--- config.mk ---
export PLATFORM = sky130hd
export DESIGN_NAME = itps_timing_ctrl
export DESIGN_NICKNAME = d
export VERILOG_FILES = /design/src/itps_pkg.sv /design/src/itps_timing_ctrl.sv /design/src/itps_path_decode.sv /design/src/itps_cycle_timer.sv
export SDC_FILE = /design/constraint.sdc
export NUM_CORES = 1
export LEC_CHECK = 0
export ABC_AREA = 1
export BUFFER_PORTS_ARGS = -buffer_cell sky130_fd_sc_hd__buf_2
export CAP_MARGIN = 10
export CORE_MARGIN = 3
export CORE_UTILIZATION = 48
export DETAILED_ROUTE_END_ITERATION = 10
export HOLD_SLACK_MARGIN = 0.15
export PLACE_DENSITY = 0.87
export SKIP_LAST_GASP = 1
export SLEW_MARGIN = 20
export SYNTH_ARGS = -nofsm -noshare
export SYNTH_HDL_FRONTEND = slang
export SYNTH_SLANG_ARGS = --single-unit
--- constraint.sdc ---
create_clock -name i_clk -period 1.8 [get_ports i_clk]
set_input_delay 0.09 -clock i_clk [delete_from_list [all_inputs] [get_ports i_clk]]
set_output_delay 0.09 -clock i_clk [all_outputs]
set_load 0.05 [all_outputs]
--- src/itps_pkg.sv ---
/*
  Shared constants, encodings and clock-count decoders for the IDE channel
  timing control block.
  Assumes a single PCI clock domain and PCI configuration access by dword.
*/
`default_nettype none

package itps_pkg;

  // ----------------------------------------------------------------------
  // configuration space placement
  // ----------------------------------------------------------------------
  localparam logic [7:0]  ITPS_OFF_TIMING_PRI  = 8'h40;  // bytes 40h-41h
  localparam logic [7:0]  ITPS_OFF_TIMING_SEC  = 8'h42;  // bytes 42h-43h
  localparam logic [15:0] ITPS_TIMING_RESET    = 16'h0000;
  localparam logic [15:0] ITPS_TIMING_WMASK    = 16'hF3FF; // 11:10 reserved

  // ----------------------------------------------------------------------
  // field positions of the timing control register
  // ----------------------------------------------------------------------
  localparam int ITPS_BIT_DECODE_EN   = 15;
  localparam int ITPS_BIT_SLAVE_EN    = 14;
  localparam int ITPS_LSB_SAMPLE_PT   = 12;
  localparam int ITPS_LSB_RECOVERY    = 8;
  localparam int ITPS_BIT_DMA_FAST1   = 7;
  localparam int ITPS_BIT_PREFETCH1   = 6;
  localparam int ITPS_BIT_RDY_EN1     = 5;
  localparam int ITPS_BIT_FAST_BANK1  = 4;
  localparam int ITPS_BIT_DMA_FAST0   = 3;
  localparam int ITPS_BIT_PREFETCH0   = 2;
  localparam int ITPS_BIT_RDY_EN0     = 1;
  localparam int ITPS_BIT_FAST_BANK0  = 0;

  // ----------------------------------------------------------------------
  // ata command block
  // ----------------------------------------------------------------------
  localparam logic [2:0] ITPS_ATA_DATA_OFF    = 3'h0;
  localparam logic [2:0] ITPS_ATA_DEVHEAD_OFF = 3'h6;
  localparam int         ITPS_BIT_DRIVE_SEL   = 4;

  // ----------------------------------------------------------------------
  // clock tables
  // ----------------------------------------------------------------------
  localparam logic [2:0] ITPS_ISP_CLK_00 = 3'h5;
  localparam logic [2:0] ITPS_ISP_CLK_01 = 3'h4;
  localparam logic [2:0] ITPS_ISP_CLK_10 = 3'h3;
  localparam logic [2:0] ITPS_ISP_CLK_11 = 3'h2;
  localparam logic [2:0] ITPS_RTC_CLK_00 = 3'h4;
  localparam logic [2:0] ITPS_RTC_CLK_01 = 3'h3;
  localparam logic [2:0] ITPS_RTC_CLK_10 = 3'h2;
  localparam logic [2:0] ITPS_RTC_CLK_11 = 3'h1;

  typedef enum logic [1:0] {
    ITPS_PATH_COMP8  = 2'b00,
    ITPS_PATH_COMP16 = 2'b01,
    ITPS_PATH_FAST   = 2'b10
  } itps_path_e;

  typedef enum logic [1:0] {
    ITPS_ST_IDLE    = 2'b00,
    ITPS_ST_STROBE  = 2'b01,
    ITPS_ST_RECOVER = 2'b10
  } itps_state_e;

  // sample point code to clocks from strobe assertion
  function automatic logic [2:0] itps_isp_clocks(input logic [1:0] code);
    case (code)
      2'b00:   itps_isp_clocks = ITPS_ISP_CLK_00;
      2'b01:   itps_isp_clocks = ITPS_ISP_CLK_01;
      2'b10:   itps_isp_clocks = ITPS_ISP_CLK_10;
      default: itps_isp_clocks = ITPS_ISP_CLK_11;
    endcase
  endfunction : itps_isp_clocks

  // recovery code to minimum clocks from last sample to next strobe
  function automatic logic [2:0] itps_rtc_clocks(input logic [1:0] code);
    case (code)
      2'b00:   itps_rtc_clocks = ITPS_RTC_CLK_00;
      2'b01:   itps_rtc_clocks = ITPS_RTC_CLK_01;
      2'b10:   itps_rtc_clocks = ITPS_RTC_CLK_10;
      default: itps_rtc_clocks = ITPS_RTC_CLK_11;
    endcase
  endfunction : itps_rtc_clocks

endpackage : itps_pkg

`default_nettype wire

--- src/itps_timing_ctrl.sv ---
/*
  IDE channel timing control: the primary and secondary timing control
  registers in configuration space, the snooped drive-select copies, and
  the launch of each cable access on its chosen timing path.
  Assumes one access at a time across both channels, configuration
  accesses as single-cycle strobes, and ATA register writes presented on
  the snoop port in the cycle they are issued.
*/
`default_nettype none

// Operation
// - recovery code gives 4,3,2,1 clocks minimum
// - sample-point code gives 5,4,3,2 clocks
// - drive 1 dma-only bit gives fast dma
// - drive 0 dma-only bit gives fast dma
// - dma-only bit keeps pio data compatible
// - drive 1 prefetch/posting bit enables both
// - drive 0 prefetch/posting bit enables both
// - drive 0 sampling off forces ready asserted
// - drive 1 sampling off forces ready asserted
// - sampling on samples ready at programmed point
// - drive 0 bank clear uses 16-bit path
// - drive 1 bank clear uses 16-bit path
// - drive 0 bank set and selected: fast
// - drive 1 bank set and selected: fast
// - drive 1 pio fast only without dma-only
// - drive 0 pio fast only without dma-only
// - non-data ports always use 8-bit path
module itps_timing_ctrl
  import itps_pkg::*;
(
  input  wire logic                 i_clk,
  input  wire logic                 i_reset,
  // configuration space access, one dword
  input  wire logic                 i_cfg_wr,
  input  wire logic                 i_cfg_rd,
  input  wire logic [7:0]           i_cfg_addr,
  input  wire logic [3:0]           i_cfg_be,
  input  wire logic [31:0]          i_cfg_wdata,
  output logic      [31:0]          o_cfg_rdata,
  output logic                      o_cfg_rvalid,
  // host writes to the ata registers, snooped
  input  wire logic                 i_io_wr,
  input  wire logic                 i_io_chan,
  input  wire logic                 i_io_ctrl_block,
  input  wire logic [2:0]           i_io_offset,
  input  wire logic [7:0]           i_io_wdata,
  // cable access launch
  input  wire logic                 i_acc_start,
  input  wire logic                 i_acc_chan,
  input  wire logic                 i_acc_ctrl_block,
  input  wire logic [2:0]           i_acc_offset,
  input  wire logic                 i_acc_dma,
  input  wire logic                 i_ready,
  output logic                      o_acc_ready,
  output logic                      o_acc_done,
  output itps_pkg::itps_path_e      o_acc_path,
  output logic                      o_acc_prefetch_post,
  output logic                      o_io_strobe,
  // fields handed to the rest of the unit
  output logic      [1:0]           o_decode_enable,
  output logic      [1:0]           o_slave_timing_enable,
  output logic      [1:0]           o_pri_sample_point,
  output logic      [1:0]           o_pri_recovery,
  output logic      [1:0]           o_sec_sample_point,
  output logic      [1:0]           o_sec_recovery,
  output logic      [1:0]           o_drive_select
);

  // ----------------------------------------------------------------------
  // state
  // ----------------------------------------------------------------------
  logic [15:0]  timing_pri;
  logic [15:0]  timing_sec;
  logic [15:0]  next_timing_pri;
  logic [15:0]  next_timing_sec;
  logic [31:0]  next_cfg_rdata;
  logic         next_cfg_rvalid;
  logic [1:0]   drive_sel;
  logic [1:0]   next_drive_sel;
  itps_path_e   next_acc_path;
  logic         next_acc_prefetch_post;

  // decode and launch signals
  logic         cfg_hit;
  logic [15:0]  acc_timing;
  logic         acc_drive_sel;
  logic         acc_data_port;
  logic         acc_launch;
  itps_path_e   dec_path;
  logic         dec_prefetch_post;
  logic         dec_sample_en;
  logic [2:0]   acc_isp_clocks;
  logic [2:0]   acc_rtc_clocks;
  logic         timer_idle;

  // ----------------------------------------------------------------------
  // configuration register file
  // ----------------------------------------------------------------------

  // both channel registers share the dword at the primary offset
  assign cfg_hit = (i_cfg_addr[7:2] == ITPS_OFF_TIMING_PRI[7:2]);

  // byte-lane writes; reserved bits 11:10 never store a one
  always_comb begin
    next_timing_pri = timing_pri;
    next_timing_sec = timing_sec;
    if (i_cfg_wr && cfg_hit) begin
      if (i_cfg_be[0]) begin
        next_timing_pri[7:0] = i_cfg_wdata[7:0] & ITPS_TIMING_WMASK[7:0];
      end
      if (i_cfg_be[1]) begin
        next_timing_pri[15:8] = i_cfg_wdata[15:8] & ITPS_TIMING_WMASK[15:8];
      end
      if (i_cfg_be[2]) begin
        next_timing_sec[7:0] = i_cfg_wdata[23:16] & ITPS_TIMING_WMASK[7:0];
      end
      if (i_cfg_be[3]) begin
        next_timing_sec[15:8] = i_cfg_wdata[31:24] & ITPS_TIMING_WMASK[15:8];
      end
    end
  end

  // read data one cycle after the strobe; other dwords read as zero
  always_comb begin
    next_cfg_rvalid = i_cfg_rd;
    next_cfg_rdata  = 32'h0000_0000;
    if (i_cfg_rd && cfg_hit) begin
      next_cfg_rdata = {timing_sec, timing_pri};
    end
  end

  always_ff @(posedge i_clk) begin
    if (i_reset) begin
      timing_pri   <= ITPS_TIMING_RESET;
      timing_sec   <= ITPS_TIMING_RESET;
      o_cfg_rdata  <= 32'h0000_0000;
      o_cfg_rvalid <= 1'b0;
    end else begin
      timing_pri   <= next_timing_pri;
      timing_sec   <= next_timing_sec;
      o_cfg_rdata  <= next_cfg_rdata;
      o_cfg_rvalid <= next_cfg_rvalid;
    end
  end

  // ----------------------------------------------------------------------
  // drive-select copies
  // ----------------------------------------------------------------------

  // the drive cannot be read back cheaply, so track every device/head write
  always_comb begin
    next_drive_sel = drive_sel;
    if (i_io_wr && !i_io_ctrl_block && (i_io_offset == ITPS_ATA_DEVHEAD_OFF)) begin
      next_drive_sel[i_io_chan] = i_io_wdata[ITPS_BIT_DRIVE_SEL];
    end
  end

  always_ff @(posedge i_clk) begin
    if (i_reset) begin
      drive_sel <= 2'b00;
    end else begin
      drive_sel <= next_drive_sel;
    end
  end

  // ----------------------------------------------------------------------
  // access decode
  // ----------------------------------------------------------------------

  // channel register and drive copy for the access being offered
  always_comb begin
    acc_timing    = i_acc_chan ? timing_sec : timing_pri;
    acc_drive_sel = drive_sel[i_acc_chan];
    acc_data_port = !i_acc_ctrl_block && (i_acc_offset == ITPS_ATA_DATA_OFF);
    // a disabled channel is decoded elsewhere, so it never launches
    acc_launch    = i_acc_start && timer_idle && acc_timing[ITPS_BIT_DECODE_EN];
    // slave-specific counts live outside this block; these fields apply
    acc_isp_clocks = itps_isp_clocks(acc_timing[ITPS_LSB_SAMPLE_PT +: 2]);
    acc_rtc_clocks = itps_rtc_clocks(acc_timing[ITPS_LSB_RECOVERY +: 2]);
  end

  itps_path_decode u_path_decode (
    .i_timing        (acc_timing),
    .i_drive_sel     (acc_drive_sel),
    .i_data_port     (acc_data_port),
    .i_dma           (i_acc_dma),
    .o_path          (dec_path),
    .o_prefetch_post (dec_prefetch_post),
    .o_sample_en     (dec_sample_en)
  );

  // ----------------------------------------------------------------------
  // access launch and result hold
  // ----------------------------------------------------------------------

  // path and prefetch stand from launch until the next launch
  always_comb begin
    next_acc_path          = o_acc_path;
    next_acc_prefetch_post = o_acc_prefetch_post;
    if (acc_launch) begin
      next_acc_path          = dec_path;
      next_acc_prefetch_post = dec_prefetch_post;
    end
  end

  always_ff @(posedge i_clk) begin
    if (i_reset) begin
      o_acc_path          <= ITPS_PATH_COMP8;
      o_acc_prefetch_post <= 1'b0;
    end else begin
      o_acc_path          <= next_acc_path;
      o_acc_prefetch_post <= next_acc_prefetch_post;
    end
  end

  itps_cycle_timer u_cycle_timer (
    .i_clk        (i_clk),
    .i_reset      (i_reset),
    .i_start      (acc_launch),
    .i_isp_clocks (acc_isp_clocks),
    .i_rtc_clocks (acc_rtc_clocks),
    .i_sample_en  (dec_sample_en),
    .i_ready      (i_ready),
    .o_strobe     (o_io_strobe),
    .o_done       (o_acc_done),
    .o_idle       (timer_idle)
  );

  // ----------------------------------------------------------------------
  // outputs straight from flops
  // ----------------------------------------------------------------------

  // all of these are register bits or timer flops, no logic after them
  assign o_acc_ready           = timer_idle;
  assign o_decode_enable       = {timing_sec[ITPS_BIT_DECODE_EN], timing_pri[ITPS_BIT_DECODE_EN]};
  assign o_slave_timing_enable = {timing_sec[ITPS_BIT_SLAVE_EN], timing_pri[ITPS_BIT_SLAVE_EN]};
  assign o_pri_sample_point    = timing_pri[ITPS_LSB_SAMPLE_PT +: 2];
  assign o_pri_recovery        = timing_pri[ITPS_LSB_RECOVERY +: 2];
  assign o_sec_sample_point    = timing_sec[ITPS_LSB_SAMPLE_PT +: 2];
  assign o_sec_recovery        = timing_sec[ITPS_LSB_RECOVERY +: 2];
  assign o_drive_select        = drive_sel;

endmodule : itps_timing_ctrl

`default_nettype wire

--- src/itps_path_decode.sv ---
/*
  Combinational path chooser: picks the timing path, prefetch/posting and
  ready sampling for one access from the channel register and drive copy.
  Assumes the caller registers the results at the start of an access.
*/
`default_nettype none

module itps_path_decode
  import itps_pkg::*;
(
  input  wire logic [15:0]          i_timing,
  input  wire logic                 i_drive_sel,
  input  wire logic                 i_data_port,
  input  wire logic                 i_dma,
  output itps_pkg::itps_path_e      o_path,
  output logic                      o_prefetch_post,
  output logic                      o_sample_en
);

  logic fast_bank;
  logic dma_only;
  logic prefetch;

  // per-drive bit selection, then path choice
  always_comb begin
    fast_bank   = i_drive_sel ? i_timing[ITPS_BIT_FAST_BANK1] : i_timing[ITPS_BIT_FAST_BANK0];
    dma_only    = i_drive_sel ? i_timing[ITPS_BIT_DMA_FAST1] : i_timing[ITPS_BIT_DMA_FAST0];
    prefetch    = i_drive_sel ? i_timing[ITPS_BIT_PREFETCH1] : i_timing[ITPS_BIT_PREFETCH0];
    o_sample_en = i_drive_sel ? i_timing[ITPS_BIT_RDY_EN1] : i_timing[ITPS_BIT_RDY_EN0];
    if (!i_data_port) begin
      o_path = ITPS_PATH_COMP8;
    end else if (i_dma) begin
      // dma takes fast timing from either the dma-only bit or the bank
      o_path = (dma_only || fast_bank) ? ITPS_PATH_FAST : ITPS_PATH_COMP16;
    end else if (fast_bank && !dma_only) begin
      o_path = ITPS_PATH_FAST;
    end else begin
      o_path = ITPS_PATH_COMP16;
    end
    // prefetch and posting only ever concern the data port
    o_prefetch_post = prefetch && i_data_port && !i_dma;
  end

endmodule : itps_path_decode

`default_nettype wire

--- src/itps_cycle_timer.sv ---
/*
  Cycle timer for one cable access: strobe, sample ready at the sample
  point (or take it as asserted), then hold off for the recovery count.
  Assumes i_start is offered only while o_idle is high.
*/
`default_nettype none

module itps_cycle_timer
  import itps_pkg::*;
(
  input  wire logic        i_clk,
  input  wire logic        i_reset,
  input  wire logic        i_start,
  input  wire logic [2:0]  i_isp_clocks,
  input  wire logic [2:0]  i_rtc_clocks,
  input  wire logic        i_sample_en,
  input  wire logic        i_ready,
  output logic             o_strobe,
  output logic             o_done,
  output logic             o_idle
);

  itps_state_e state;
  itps_state_e next_state;
  logic [2:0]  count;
  logic [2:0]  next_count;
  logic [2:0]  rtc;
  logic [2:0]  next_rtc;
  logic        sample_en;
  logic        next_sample_en;
  logic        next_strobe;
  logic        next_done;

  // ----------------------------------------------------------------------
  // strobe / sample / recovery sequencing
  // ----------------------------------------------------------------------
  always_comb begin
    next_state     = state;
    next_count     = count;
    next_rtc       = rtc;
    next_sample_en = sample_en;
    next_strobe    = o_strobe;
    next_done      = 1'b0;
    case (state)
      ITPS_ST_IDLE: begin
        if (i_start) begin
          // counts are latched so a config write mid-cycle cannot tear it
          next_strobe    = 1'b1;
          next_count     = i_isp_clocks - 3'h1;
          next_rtc       = i_rtc_clocks;
          next_sample_en = i_sample_en;
          next_state     = ITPS_ST_STROBE;
        end
      end
      ITPS_ST_STROBE: begin
        if (count != 3'h0) begin
          next_count = count - 3'h1;
        end else if (!sample_en || i_ready) begin
          // disabled sampling reads ready as asserted at the first point
          next_strobe = 1'b0;
          next_done   = 1'b1;
          next_count  = rtc - 3'h2;
          next_state  = (rtc == 3'h1) ? ITPS_ST_IDLE : ITPS_ST_RECOVER;
        end
      end
      ITPS_ST_RECOVER: begin
        if (count != 3'h0) begin
          next_count = count - 3'h1;
        end else begin
          next_state = ITPS_ST_IDLE;
        end
      end
      default: begin
        next_state  = ITPS_ST_IDLE;
        next_strobe = 1'b0;
      end
    endcase
  end

  always_ff @(posedge i_clk) begin
    if (i_reset) begin
      state     <= ITPS_ST_IDLE;
      count     <= 3'h0;
      rtc       <= 3'h1;
      sample_en <= 1'b0;
      o_strobe  <= 1'b0;
      o_done    <= 1'b0;
      o_idle    <= 1'b1;
    end else begin
      state     <= next_state;
      count     <= next_count;
      rtc       <= next_rtc;
      sample_en <= next_sample_en;
      o_strobe  <= next_strobe;
      o_done    <= next_done;
      o_idle    <= (next_state == ITPS_ST_IDLE);
    end
  end

endmodule : itps_cycle_timer

`default_nettype wire

==> impl_metrics.ini, run 1 <==
[clock_tree]
maximum_number_of_buffers_from_clock_root_to_sink = 2
cts_made_buffers = 9
clock_sink_count = 74
clock_tree.root_cell = sky130_fd_sc_hd__clkbuf_8
htree_levels = 3
cts_tree = built
cts.clk_slew.worst_paths_ps = 80
cts.repair_timing.setup_buffer_count = 0
insertion_delay_ps = 350

[layout]
sequential_cell_area_sq_mm = 0.00148
layout.cell_area.non_filler_sq_mm = 0.00418
multiInputGateArea_sq_mm = 0.00125
area_grow_syn2layout_pct = 32.9
antenna_cells = 0
nFillCells = 467
nets = 623
layout-drive-gt1-share = 0.260

[yosys]
synth_most_common_cell = sky130_fd_sc_hd__nand2_1
synthDominantAreaCellType = sky130_fd_sc_hd__dfxtp_1
synth-xor-area-share = 0.00279
cell_count_after_synthesis = 412
synth.area.top_cells = sky130_fd_sc_hd__dfxtp_1 (47%), sky130_fd_sc_hd__nand2_1 (9.6%), sky130_fd_sc_hd__inv_1 (6.8%), sky130_fd_sc_hd__o21ai_0 (6.5%), sky130_fd_sc_hd__nor2_1 (6.0%)
syn_area_per_cell_sq_um = 7.63
post_synth_most_frequent_cells = sky130_fd_sc_hd__nand2_1 (80), sky130_fd_sc_hd__dfxtp_1 (74), sky130_fd_sc_hd__inv_1 (57)
synth_cell_types = 29
mappedNetlistArea_sq_mm = 0.00314
synth_ff_type = sky130_fd_sc_hd__dfxtp_1
synth_top_area_share = 0.471
synth_top_family_by_area = simple AND/OR/NAND/NOR gates
yosys.area_share.simple = 0.212
post_synth_mux_area_share = 0
ys_async_sr_fraction = 0
post_synthesis_compound_gate_area_fraction = 0.144
synth_area_in_adders = 0.0318
postSynthRegisterBits = 74
ys_warn_count = 0
synth_enable_flop_cells = 0
ys_seq_area_frac = 0.471

[flow_run]
max_cap_violations = 0

[placement]
globalplace.congestion = 0.868
i_o_buffers = 105
dp_hpwl_um = 5510
place_area_sq_mm = 0.00358

[power_and_ir_drop]
total_power_mw = 3.14
power_report.internal_total_mw = 2.40
power-per-cell-area_mw_per_mm2 = 752
switchingPower_mw = 0.740
irDropWorstVdd_uv = 576
seq_power_share = 0.523
fraction_of_power_spent_switching_nets = 0.235
p_comb_frac = 0.084
static-leakage-power_nw = 1.99
share_clk_of_total_power = 0.393

[die]
placement_rows = 28
io_pins = 123
fp.dieH_um = 86.9
start_util = 0.513
core-area_sq_mm = 0.00613
chipWidth_um = 86.9
design.die.area_sq_mm = 0.00756

[sta]
final-max-slew-violation-count = 0
slew-limit-headroom = 0.372
min_period_over_period = 0.959
final-setup-viol-count = 0
finalWorstPathRequiredPeriod_ps = 1730
worst_clock_skew_ps = 9.66
timing.final.hold_violations = 0
fmax_mhz = 579
setup_total_negative_slack_ps = 0
worst-slew-pin-transition_ps = 941

[drt]
via_per_inst = 5.04
drt_first_iter_violations = 153
routed_wire_length_per_instance_um = 13.7
detailedRoute.firstPassIterationCount = 5
ant_nets = 0
drc = 0
vias = 3152
postRouteWirelength_um = 8580

[global_routing]
antenna_found_initial = 0
grt_use_total = 0.236
grt-ovfl-total = 0
grt_start_max_net_pins = 35
grt_pass1_wl_um = 14000
vias_in_the_first_global_route = 3108

[setup_path]
arrival_time_of_data_at_the_critical_path_endpoint_ps = 2010
cp-start-kind = register
worst-path-max-fanout = 5
critPathRequiredTime_ps = 2090
critical_path_class = register to register
cp-end-kind = register

[min_path]
timing.hold.worst.class = input pin to register

[outcome]
outcome = finished, final reports clean
## registers in the layout, summed over array words and instances, names as in the netlist
signal / count
o_drive_select: 2
u_cycle_timer.rtc: 3
u_cycle_timer.sample_en: 1
timing_sec: 14
timing_pri: 14
u_cycle_timer.count: 3
o_cfg_rvalid: 1
o_acc_prefetch_post: 1
u_cycle_timer.o_done: 1
u_cycle_timer.o_strobe: 1
o_cfg_rdata: 28
o_acc_path: 2
u_cycle_timer.state: 2
u_cycle_timer.o_idle: 1
## worst max-delay path, cell delays in order, from the launching register on
cell	delay [ps]
sky130_fd_sc_hd__dfxtp_1	360
sky130_fd_sc_hd__inv_1	100
sky130_fd_sc_hd__o21ai_4	190
sky130_fd_sc_hd__nand2_4	110
sky130_fd_sc_hd__nor2_4	110
sky130_fd_sc_hd__o211ai_1	100
sky130_fd_sc_hd__a21oi_1	140
sky130_fd_sc_hd__dlygate4sd3_1	560
## power by group through the flow
stage               registers, mW  clock network [mW]  logic [mW]
global placement             1.68                   0       0.187
CTS                          1.64                1.25       0.256
finish                       1.64                1.23       0.265
detailed placement           1.68                   0       0.193
global route                 1.64                1.32       0.293
floorplan                    1.69                   0       0.111
## what timing repair did
item                                   4_1_cts  5_1_grt
resized for setup                            0        3
setup endpoints to repair                    0        1
endpoints found under the hold margin       40        0
hold buffers                                40        0
## through the flow
step	std cells	util	setup WS (ps)	hold slack [ps]
2_1_floorplan	415	-	426	183
4_1_cts	625	0.680	83.5	150
3_5_place_dp	569	0.584	313	337
6_report	625	0.682	73.2	154
5_1_grt	625	0.682	-2.41	167
3_3_place_gp	569	0.584	347	324
## layout by cell type, fill, tap and decap left out, drive strengths merged, types with 4 or more instances in the layout
master         n
conb           4
nand3          9
ha             8
inv           59
nand2         87
dlygate4sd3   40
o21ai         47
nor2          54
clkbuf        11
dfxtp         74
a21oi         37
buf          107
## cell type report
| class | count | area share |
|---|---|---|
| clock inverter | 5 | 0.0132 |
| clock buffer | 11 | 0.0314 |
| tap | 75 | 0.0225 |
| inverter | 59 | 0.0530 |
| sequential | 74 | 0.355 |
| multi-input combinational | 254 | 0.300 |
| timing repair buffer | 147 | 0.225 |
## kinds of logic after synthesis
kind of cell             Yosys count
flip-flops                        74
adder cells (fa/ha/maj)            8
other                              1
buffers and inverters             87
XOR/XNOR                           1
AND/OR/NAND/NOR                  154
AO/OA/AOI/OAI                     87
## worst paths after layout
| path | start | end | slack [ps] | cells past startpoint |
|---|---|---|---|---|
| min | i_cfg_be[3] | timing_sec[13] | 150 | 3 |
| max | timing_pri[15] | o_acc_prefetch_post | 70 | 7 |
| max reg2reg | timing_pri[15] | o_acc_prefetch_post | 70 | 7 |
| min reg2reg | timing_sec[14] | o_cfg_rdata[30] | 450 | 2 |
## routing by layer
| metal | global-route usage | vias to the layer above | wire length [um] |
|---|---|---|---|
| li1 | - | 1527 | - |
| met1 | 0.266 | 1449 | 3370 |
| met2 | 0.402 | 145 | 4280 |
| met3 | 0.0615 | 31 | 603 |
| met4 | 0.135 | 0 | 325 |
| met5 | 0 | - | 0 |
Power figures use the tool's default switching activity.
==> run 2: changes to the inputs <==
CELL_PAD_IN_SITES_DETAIL_PLACEMENT = 0   (was default)
CELL_PAD_IN_SITES_GLOBAL_PLACEMENT = 1   (was default)
CORE_UTILIZATION = 34   (was 48)
PLACE_DENSITY = 0.88   (was 0.87)
TNS_END_PERCENT = 30   (was default)
==> run 2 against run 1 <==
Compared with the run above:
- clock power grew 7%
- register-to-register slack is essentially flat
- critical path depth is the same
- first-iteration DRC count fell by 65%
- hold slack better by 18 ps
- sequential share of layout area decreased by 0.40 points
- critical path type unchanged
- critical endpoint unchanged
- largest cell class unchanged
- highest routed layer unchanged
==> impl_metrics.ini, run 2 (same netlist as run 1, synthesis figures left out) <==
[clock_tree]
cts.repair_timing.setup_buffer_count = 0
cts_tree = built
cts.clk_slew.worst_paths_ps = 70
cts_made_buffers = 9
insertion_delay_ps = 340
htree_levels = 3
clock_tree.root_cell = sky130_fd_sc_hd__clkbuf_8
clock_sink_count = 74
maximum_number_of_buffers_from_clock_root_to_sink = 2

[layout]
area_grow_syn2layout_pct = 34.3
mostFrequentLayoutCell = sky130_fd_sc_hd__buf_2
antenna_cells = 0
mostFrequentLayoutCells = sky130_fd_sc_hd__buf_2 (105), sky130_fd_sc_hd__nand2_1 (80), sky130_fd_sc_hd__dfxtp_1 (74), sky130_fd_sc_hd__inv_1 (57), sky130_fd_sc_hd__nor2_1 (50)
layout-drive-gt1-share = 0.264
largest-register = o_cfg_rdata
nets = 622
largest_register_ff_count = 28
reg_top3 = o_cfg_rdata x28, timing_pri x14, timing_sec x14

[sta]
worst_clock_skew_ps = 8.16
worst-slew-pin-transition_ps = 941
fmax_mhz = 582
min_period_over_period = 0.955
finalWorstPathRequiredPeriod_ps = 1720
final-setup-viol-count = 0
whs_ps = 173
timing.final.hold_violations = 0
setup_total_negative_slack_ps = 0
slew-limit-headroom = 0.372
final-max-slew-violation-count = 0
rsz0062_at_grt = false

[die]
start_util = 0.355
fp.dieH_um = 102
core-area_sq_mm = 0.00885
chipWidth_um = 102
placement_rows = 34
io_pins = 123
design.die.area_sq_mm = 0.0104

[setup_path]
cp-end-kind = register
critical_path_class = register to register
delay_of_the_slowest_cell_on_the_worst_path_ps = 550
worst-path-max-fanout = 5
timing.critical_path.max_delay_family = buffers and inverters
arrival_time_of_data_at_the_critical_path_endpoint_ps = 2000
crit_chain = inv_1, o21ai_4, nand2_4, nor2_4, o211ai_1, a21oi_1, dlygate4sd3_1
cp-start-kind = register
critical_path.slowest_cell = sky130_fd_sc_hd__dlygate4sd3_1
critPathRequiredTime_ps = 2090
cp.buffers_inverters = 2

[drt]
ant_nets = 0
drt_first_iter_violations = 54
routed_wire_length_per_instance_um = 11.8
vias = 2922
postRouteWirelength_um = 7750
via_per_inst = 4.45
drc = 0
detailedRoute.firstPassIterationCount = 4

[global_routing]
grt-ovfl-total = 0
grt_start_max_net_pins = 35
antenna_found_initial = 0
grt_pass1_wl_um = 12900
grt_use_total = 0.159
vias_in_the_first_global_route = 2872

[outcome]
outcome = finished, final reports clean

[placement]
dp_hpwl_um = 5770
i_o_buffers = 105
globalplace.congestion = 0.840

[power_and_ir_drop]
p_comb_frac = 0.079
static-leakage-power_nw = 1.99
irDropWorstVdd_uv = 351
switchingPower_mw = 0.735
share_clk_of_total_power = 0.410
power_report.internal_total_mw = 2.48
power-per-cell-area_mw_per_mm2 = 762
fraction_of_power_spent_switching_nets = 0.228
seq_power_share = 0.511

[flow_run]
max_cap_violations = 0

[min_path]
timing.hold.worst.class = input pin to register
==> run 2: what timing repair did <==
| action | CTS | global route |
|---|---|---|
| hold endpoints to repair | 40 | 0 |
| endpoints found under the setup margin | 0 | 1 |
| resized for setup | 0 | 1 |
| hold buffers | 37 | 0 |
==> run 2: worst register-to-register path, delay by kind of cell (launching register included) <==
kind            cells  cell delay [ps]
buf+inv             2              650
compound gates      3              440
simple gates        2              220
flops               1              350
==> run 2: final cells by class <==
cell class	count	area, sq um
repair buffers	146	926
clock inverters	4	50.0
clock buffers	12	155
well taps	108	135
inverters	59	221
fillers	927	4630
multi-input cells	254	1250
flip-flops and latches	74	1480
==> run 2: power groups by stage <==
| stage | Sequential (mW) | Combinational (mW) | Clock, mW |
|---|---|---|---|
| after floorplan | 1.69 | 0.111 | 0 |
| after global placement | 1.68 | 0.196 | 0 |
| after detailed placement | 1.68 | 0.198 | 0 |
| after CTS | 1.64 | 0.256 | 1.36 |
| after global routing | 1.64 | 0.287 | 1.45 |
| final | 1.64 | 0.255 | 1.32 |
==> run 2: per-stage QoR <==
stage,util,setup slack [ps],cell area [sq um],power (mW),instances
final,0.477,81.6,4220,3.22,657
after detailed placement,0.411,326,3640,1.88,604
after floorplan,-,426,3160,1.80,415
after global routing,0.477,19.6,4220,3.39,657
after global placement,0.411,387,3640,1.88,604
after CTS,0.476,66.8,4220,3.26,657
==> run 2: path summary, 6_finish.rpt <==
path	start	endpoint	slack (ps)	depth (start not counted)
max reg2reg	timing_pri[15]	o_acc_prefetch_post	80	7
min	i_cfg_be[3]	timing_sec[14]	170	3
max	timing_pri[15]	o_acc_prefetch_post	80	7
min reg2reg	timing_pri[14]	o_cfg_rdata[14]	450	2
==> run 2: metal layers <==
| layer | GRT usage | wire length (um) | up-vias |
|---|---|---|---|
| met4 | 0.0505 | 99 | 0 |
| li1 | - | - | 1528 |
| met2 | 0.274 | 3780 | 70 |
| met5 | 0 | 0 | - |
| met3 | 0.0444 | 368 | 6 |
| met1 | 0.191 | 3500 | 1318 |
==> run 3: changes to the inputs <==
BUFFER_PORTS_ARGS = default   (was -buffer_cell sky130_fd_sc_hd__buf_2)
CORE_UTILIZATION = 43   (was 34)
DONT_BUFFER_PORTS = 1   (was default)
MAX_ROUTING_LAYER = met4   (was default)
PLACE_DENSITY = 0.85   (was 0.88)
==> run 3 against run 2 <==
Compared with the run above:
- power increased by 5.9%
- first-iteration DRC count grew to 2.7 times the previous value
- worst setup slack gained 56 ps
- sequential share of layout area up 2.8 points
- largest power group unchanged
==> impl_metrics.ini, run 3 (same netlist as run 1, synthesis figures left out) <==
[sta]
final-max-slew-violation-count = 0
whs_ps = 158
worst_clock_skew_ps = 9.16
rsz0062_at_grt = true
slew-limit-headroom = 0.560
timing.final.hold_violations = 0
setup_total_negative_slack_ps = 0
worst-slew-pin-transition_ps = 658
fmax_mhz = 601
finalWorstPathRequiredPeriod_ps = 1660
final-setup-viol-count = 0
min_period_over_period = 0.924

[power_and_ir_drop]
power-per-cell-area_mw_per_mm2 = 869
static-leakage-power_nw = 1.63
irDropWorstVdd_uv = 542

[setup_path]
crit_chain = inv_2, o21ai_4, nand2_4, nor2_4, dlygate4sd3_1, nand3_1, a21oi_1
cp.buffers_inverters = 2
cp-start-kind = register
cp-end-kind = register
timing.critical_path.max_delay_family = buffers and inverters
worst-path-max-fanout = 5
delay_of_the_slowest_cell_on_the_worst_path_ps = 570
critical_path.slowest_cell = sky130_fd_sc_hd__dlygate4sd3_1
timing.rr.start = timing_pri[15]
critPathRequiredTime_ps = 2080
critical_path_class = register to register
timing.critical_path.from = timing_pri[15]
setup.reg_to_reg.worst_slack_ps = 140
arrival_time_of_data_at_the_critical_path_endpoint_ps = 1940

[clock_tree]
maximum_number_of_buffers_from_clock_root_to_sink = 2
cts.clk_slew.worst_paths_ps = 80
cts_tree = built
insertion_delay_ps = 360
htree_levels = 3
clock_sink_count = 74
cts_made_buffers = 9
clock_tree.root_cell = sky130_fd_sc_hd__clkbuf_8

[global_routing]
grt_use_total = 0.189
grt-ovfl-total = 0
grt_start_max_net_pins = 29
vias_in_the_first_global_route = 2621
grt_pass1_wl_um = 12100
antenna_found_initial = 1

[layout]
reg_top3 = o_cfg_rdata x28, timing_pri x14, timing_sec x14
nFillCells = 616
layout.cell_area.non_filler_sq_mm = 0.00392
largest_register_ff_count = 28
mostFrequentLayoutCells = sky130_fd_sc_hd__nand2_1 (80), sky130_fd_sc_hd__dfxtp_1 (72), sky130_fd_sc_hd__inv_1 (56), sky130_fd_sc_hd__nor2_1 (50), sky130_fd_sc_hd__dlygate4sd3_1 (46)
nets = 540
area_grow_syn2layout_pct = 24.7
mostFrequentLayoutCell = sky130_fd_sc_hd__nand2_1
final_core_utilization = 0.565
largest-register = o_cfg_rdata
layout-drive-gt1-share = 0.120
stdcell_count = 563

[placement]
placed_cells = 499
dp_hpwl_um = 4970
place_area_sq_mm = 0.00319
i_o_buffers = 0
globalplace.congestion = 0.778

[outcome]
outcome = finished, final reports clean

[drt]
vias = 2651
ant_nets = 0
routed_wire_length_per_instance_um = 13.5
drc = 0
drt_first_iter_violations = 144
detailedRoute.firstPassIterationCount = 4
postRouteWirelength_um = 7580
via_per_inst = 4.71

[die]
fp.dieH_um = 91.5
io_pins = 123
design.die.area_sq_mm = 0.00837
start_util = 0.453
core-area_sq_mm = 0.00694
placement_rows = 30
chipWidth_um = 91.5

[min_path]
hold_start = i_acc_chan
timing.hold.worst.class = input pin to register

[flow_run]
max_cap_violations = 0
==> run 3: changes by cell type in the layout (fill, tap and decap cells not counted), moves of 2 or more <==
cell                            before  now
sky130_fd_sc_hd__bufinv_16           1    3
sky130_fd_sc_hd__buf_2             105    0
sky130_fd_sc_hd__dfxtp_1            74   72
sky130_fd_sc_hd__dfxtp_2             0    2
sky130_fd_sc_hd__dlygate4sd3_1      37   46
sky130_fd_sc_hd__buf_4               4   17
sky130_fd_sc_hd__clkbuf_8           11    9
==> run 3: path summary, 6_finish.rpt <==
kind | endpoint | depth (start not counted)
worst max-delay path | o_acc_path[0] | 7
worst min-delay path | u_cycle_timer.sample_en | 5
worst max register to register | o_acc_path[0] | 7
worst min register to register | o_cfg_rdata[16] | 2
==> run 3: through the flow <==
stage                     setup WS [ps]  power (mW)
after floorplan                     426        1.80
after global placement              408        1.80
after detailed placement            348        1.80
after CTS                          26.5        3.42
after global routing              -2.12        3.51
final                               137        3.41
==> run 3: area by class of cell <==
cell class	count	area, sq um	share of cell area
clock buffer	9	124	0.0316
timing repair buffer	64	601	0.153
multi-input combinational	254	1250	0.320
tap	96	120	0.0306
antenna	1	2.50	0.000638
inverter	59	221	0.0565
clock inverter	6	115	0.0294
sequential	74	1480	0.378
==> run 3: report_power, final <==
part	internal [mW]	switching, mW
registers	1.64	0.00829
logic	0.0947	0.109
clock network	0.920	0.634
==> run 3: worst min-delay path: stages <==
cell and delay (ps):
sky130_fd_sc_hd__o21ai_0 80, sky130_fd_sc_hd__nand2_1 60, sky130_fd_sc_hd__nand2_1 50, sky130_fd_sc_hd__o21ai_0 140, sky130_fd_sc_hd__a21oi_1 40
==> run 3: routing by layer <==
| layer | GRT usage | routed length, um |
|---|---|---|
| met3 | 0.0439 | 361 |
| met1 | 0.222 | 3390 |
| met2 | 0.311 | 3690 |
| met4 | 0.0741 | 136 |
| met5 | - | 0 |
==> run 3: repair_timing <==
action / in CTS / in global routing
buffers inserted: 0 / 1
endpoints found under the hold margin: 45 / 0
hold buffers: 47 / 0
setup endpoints to repair: 0 / 3
gates resized for setup: 0 / 5
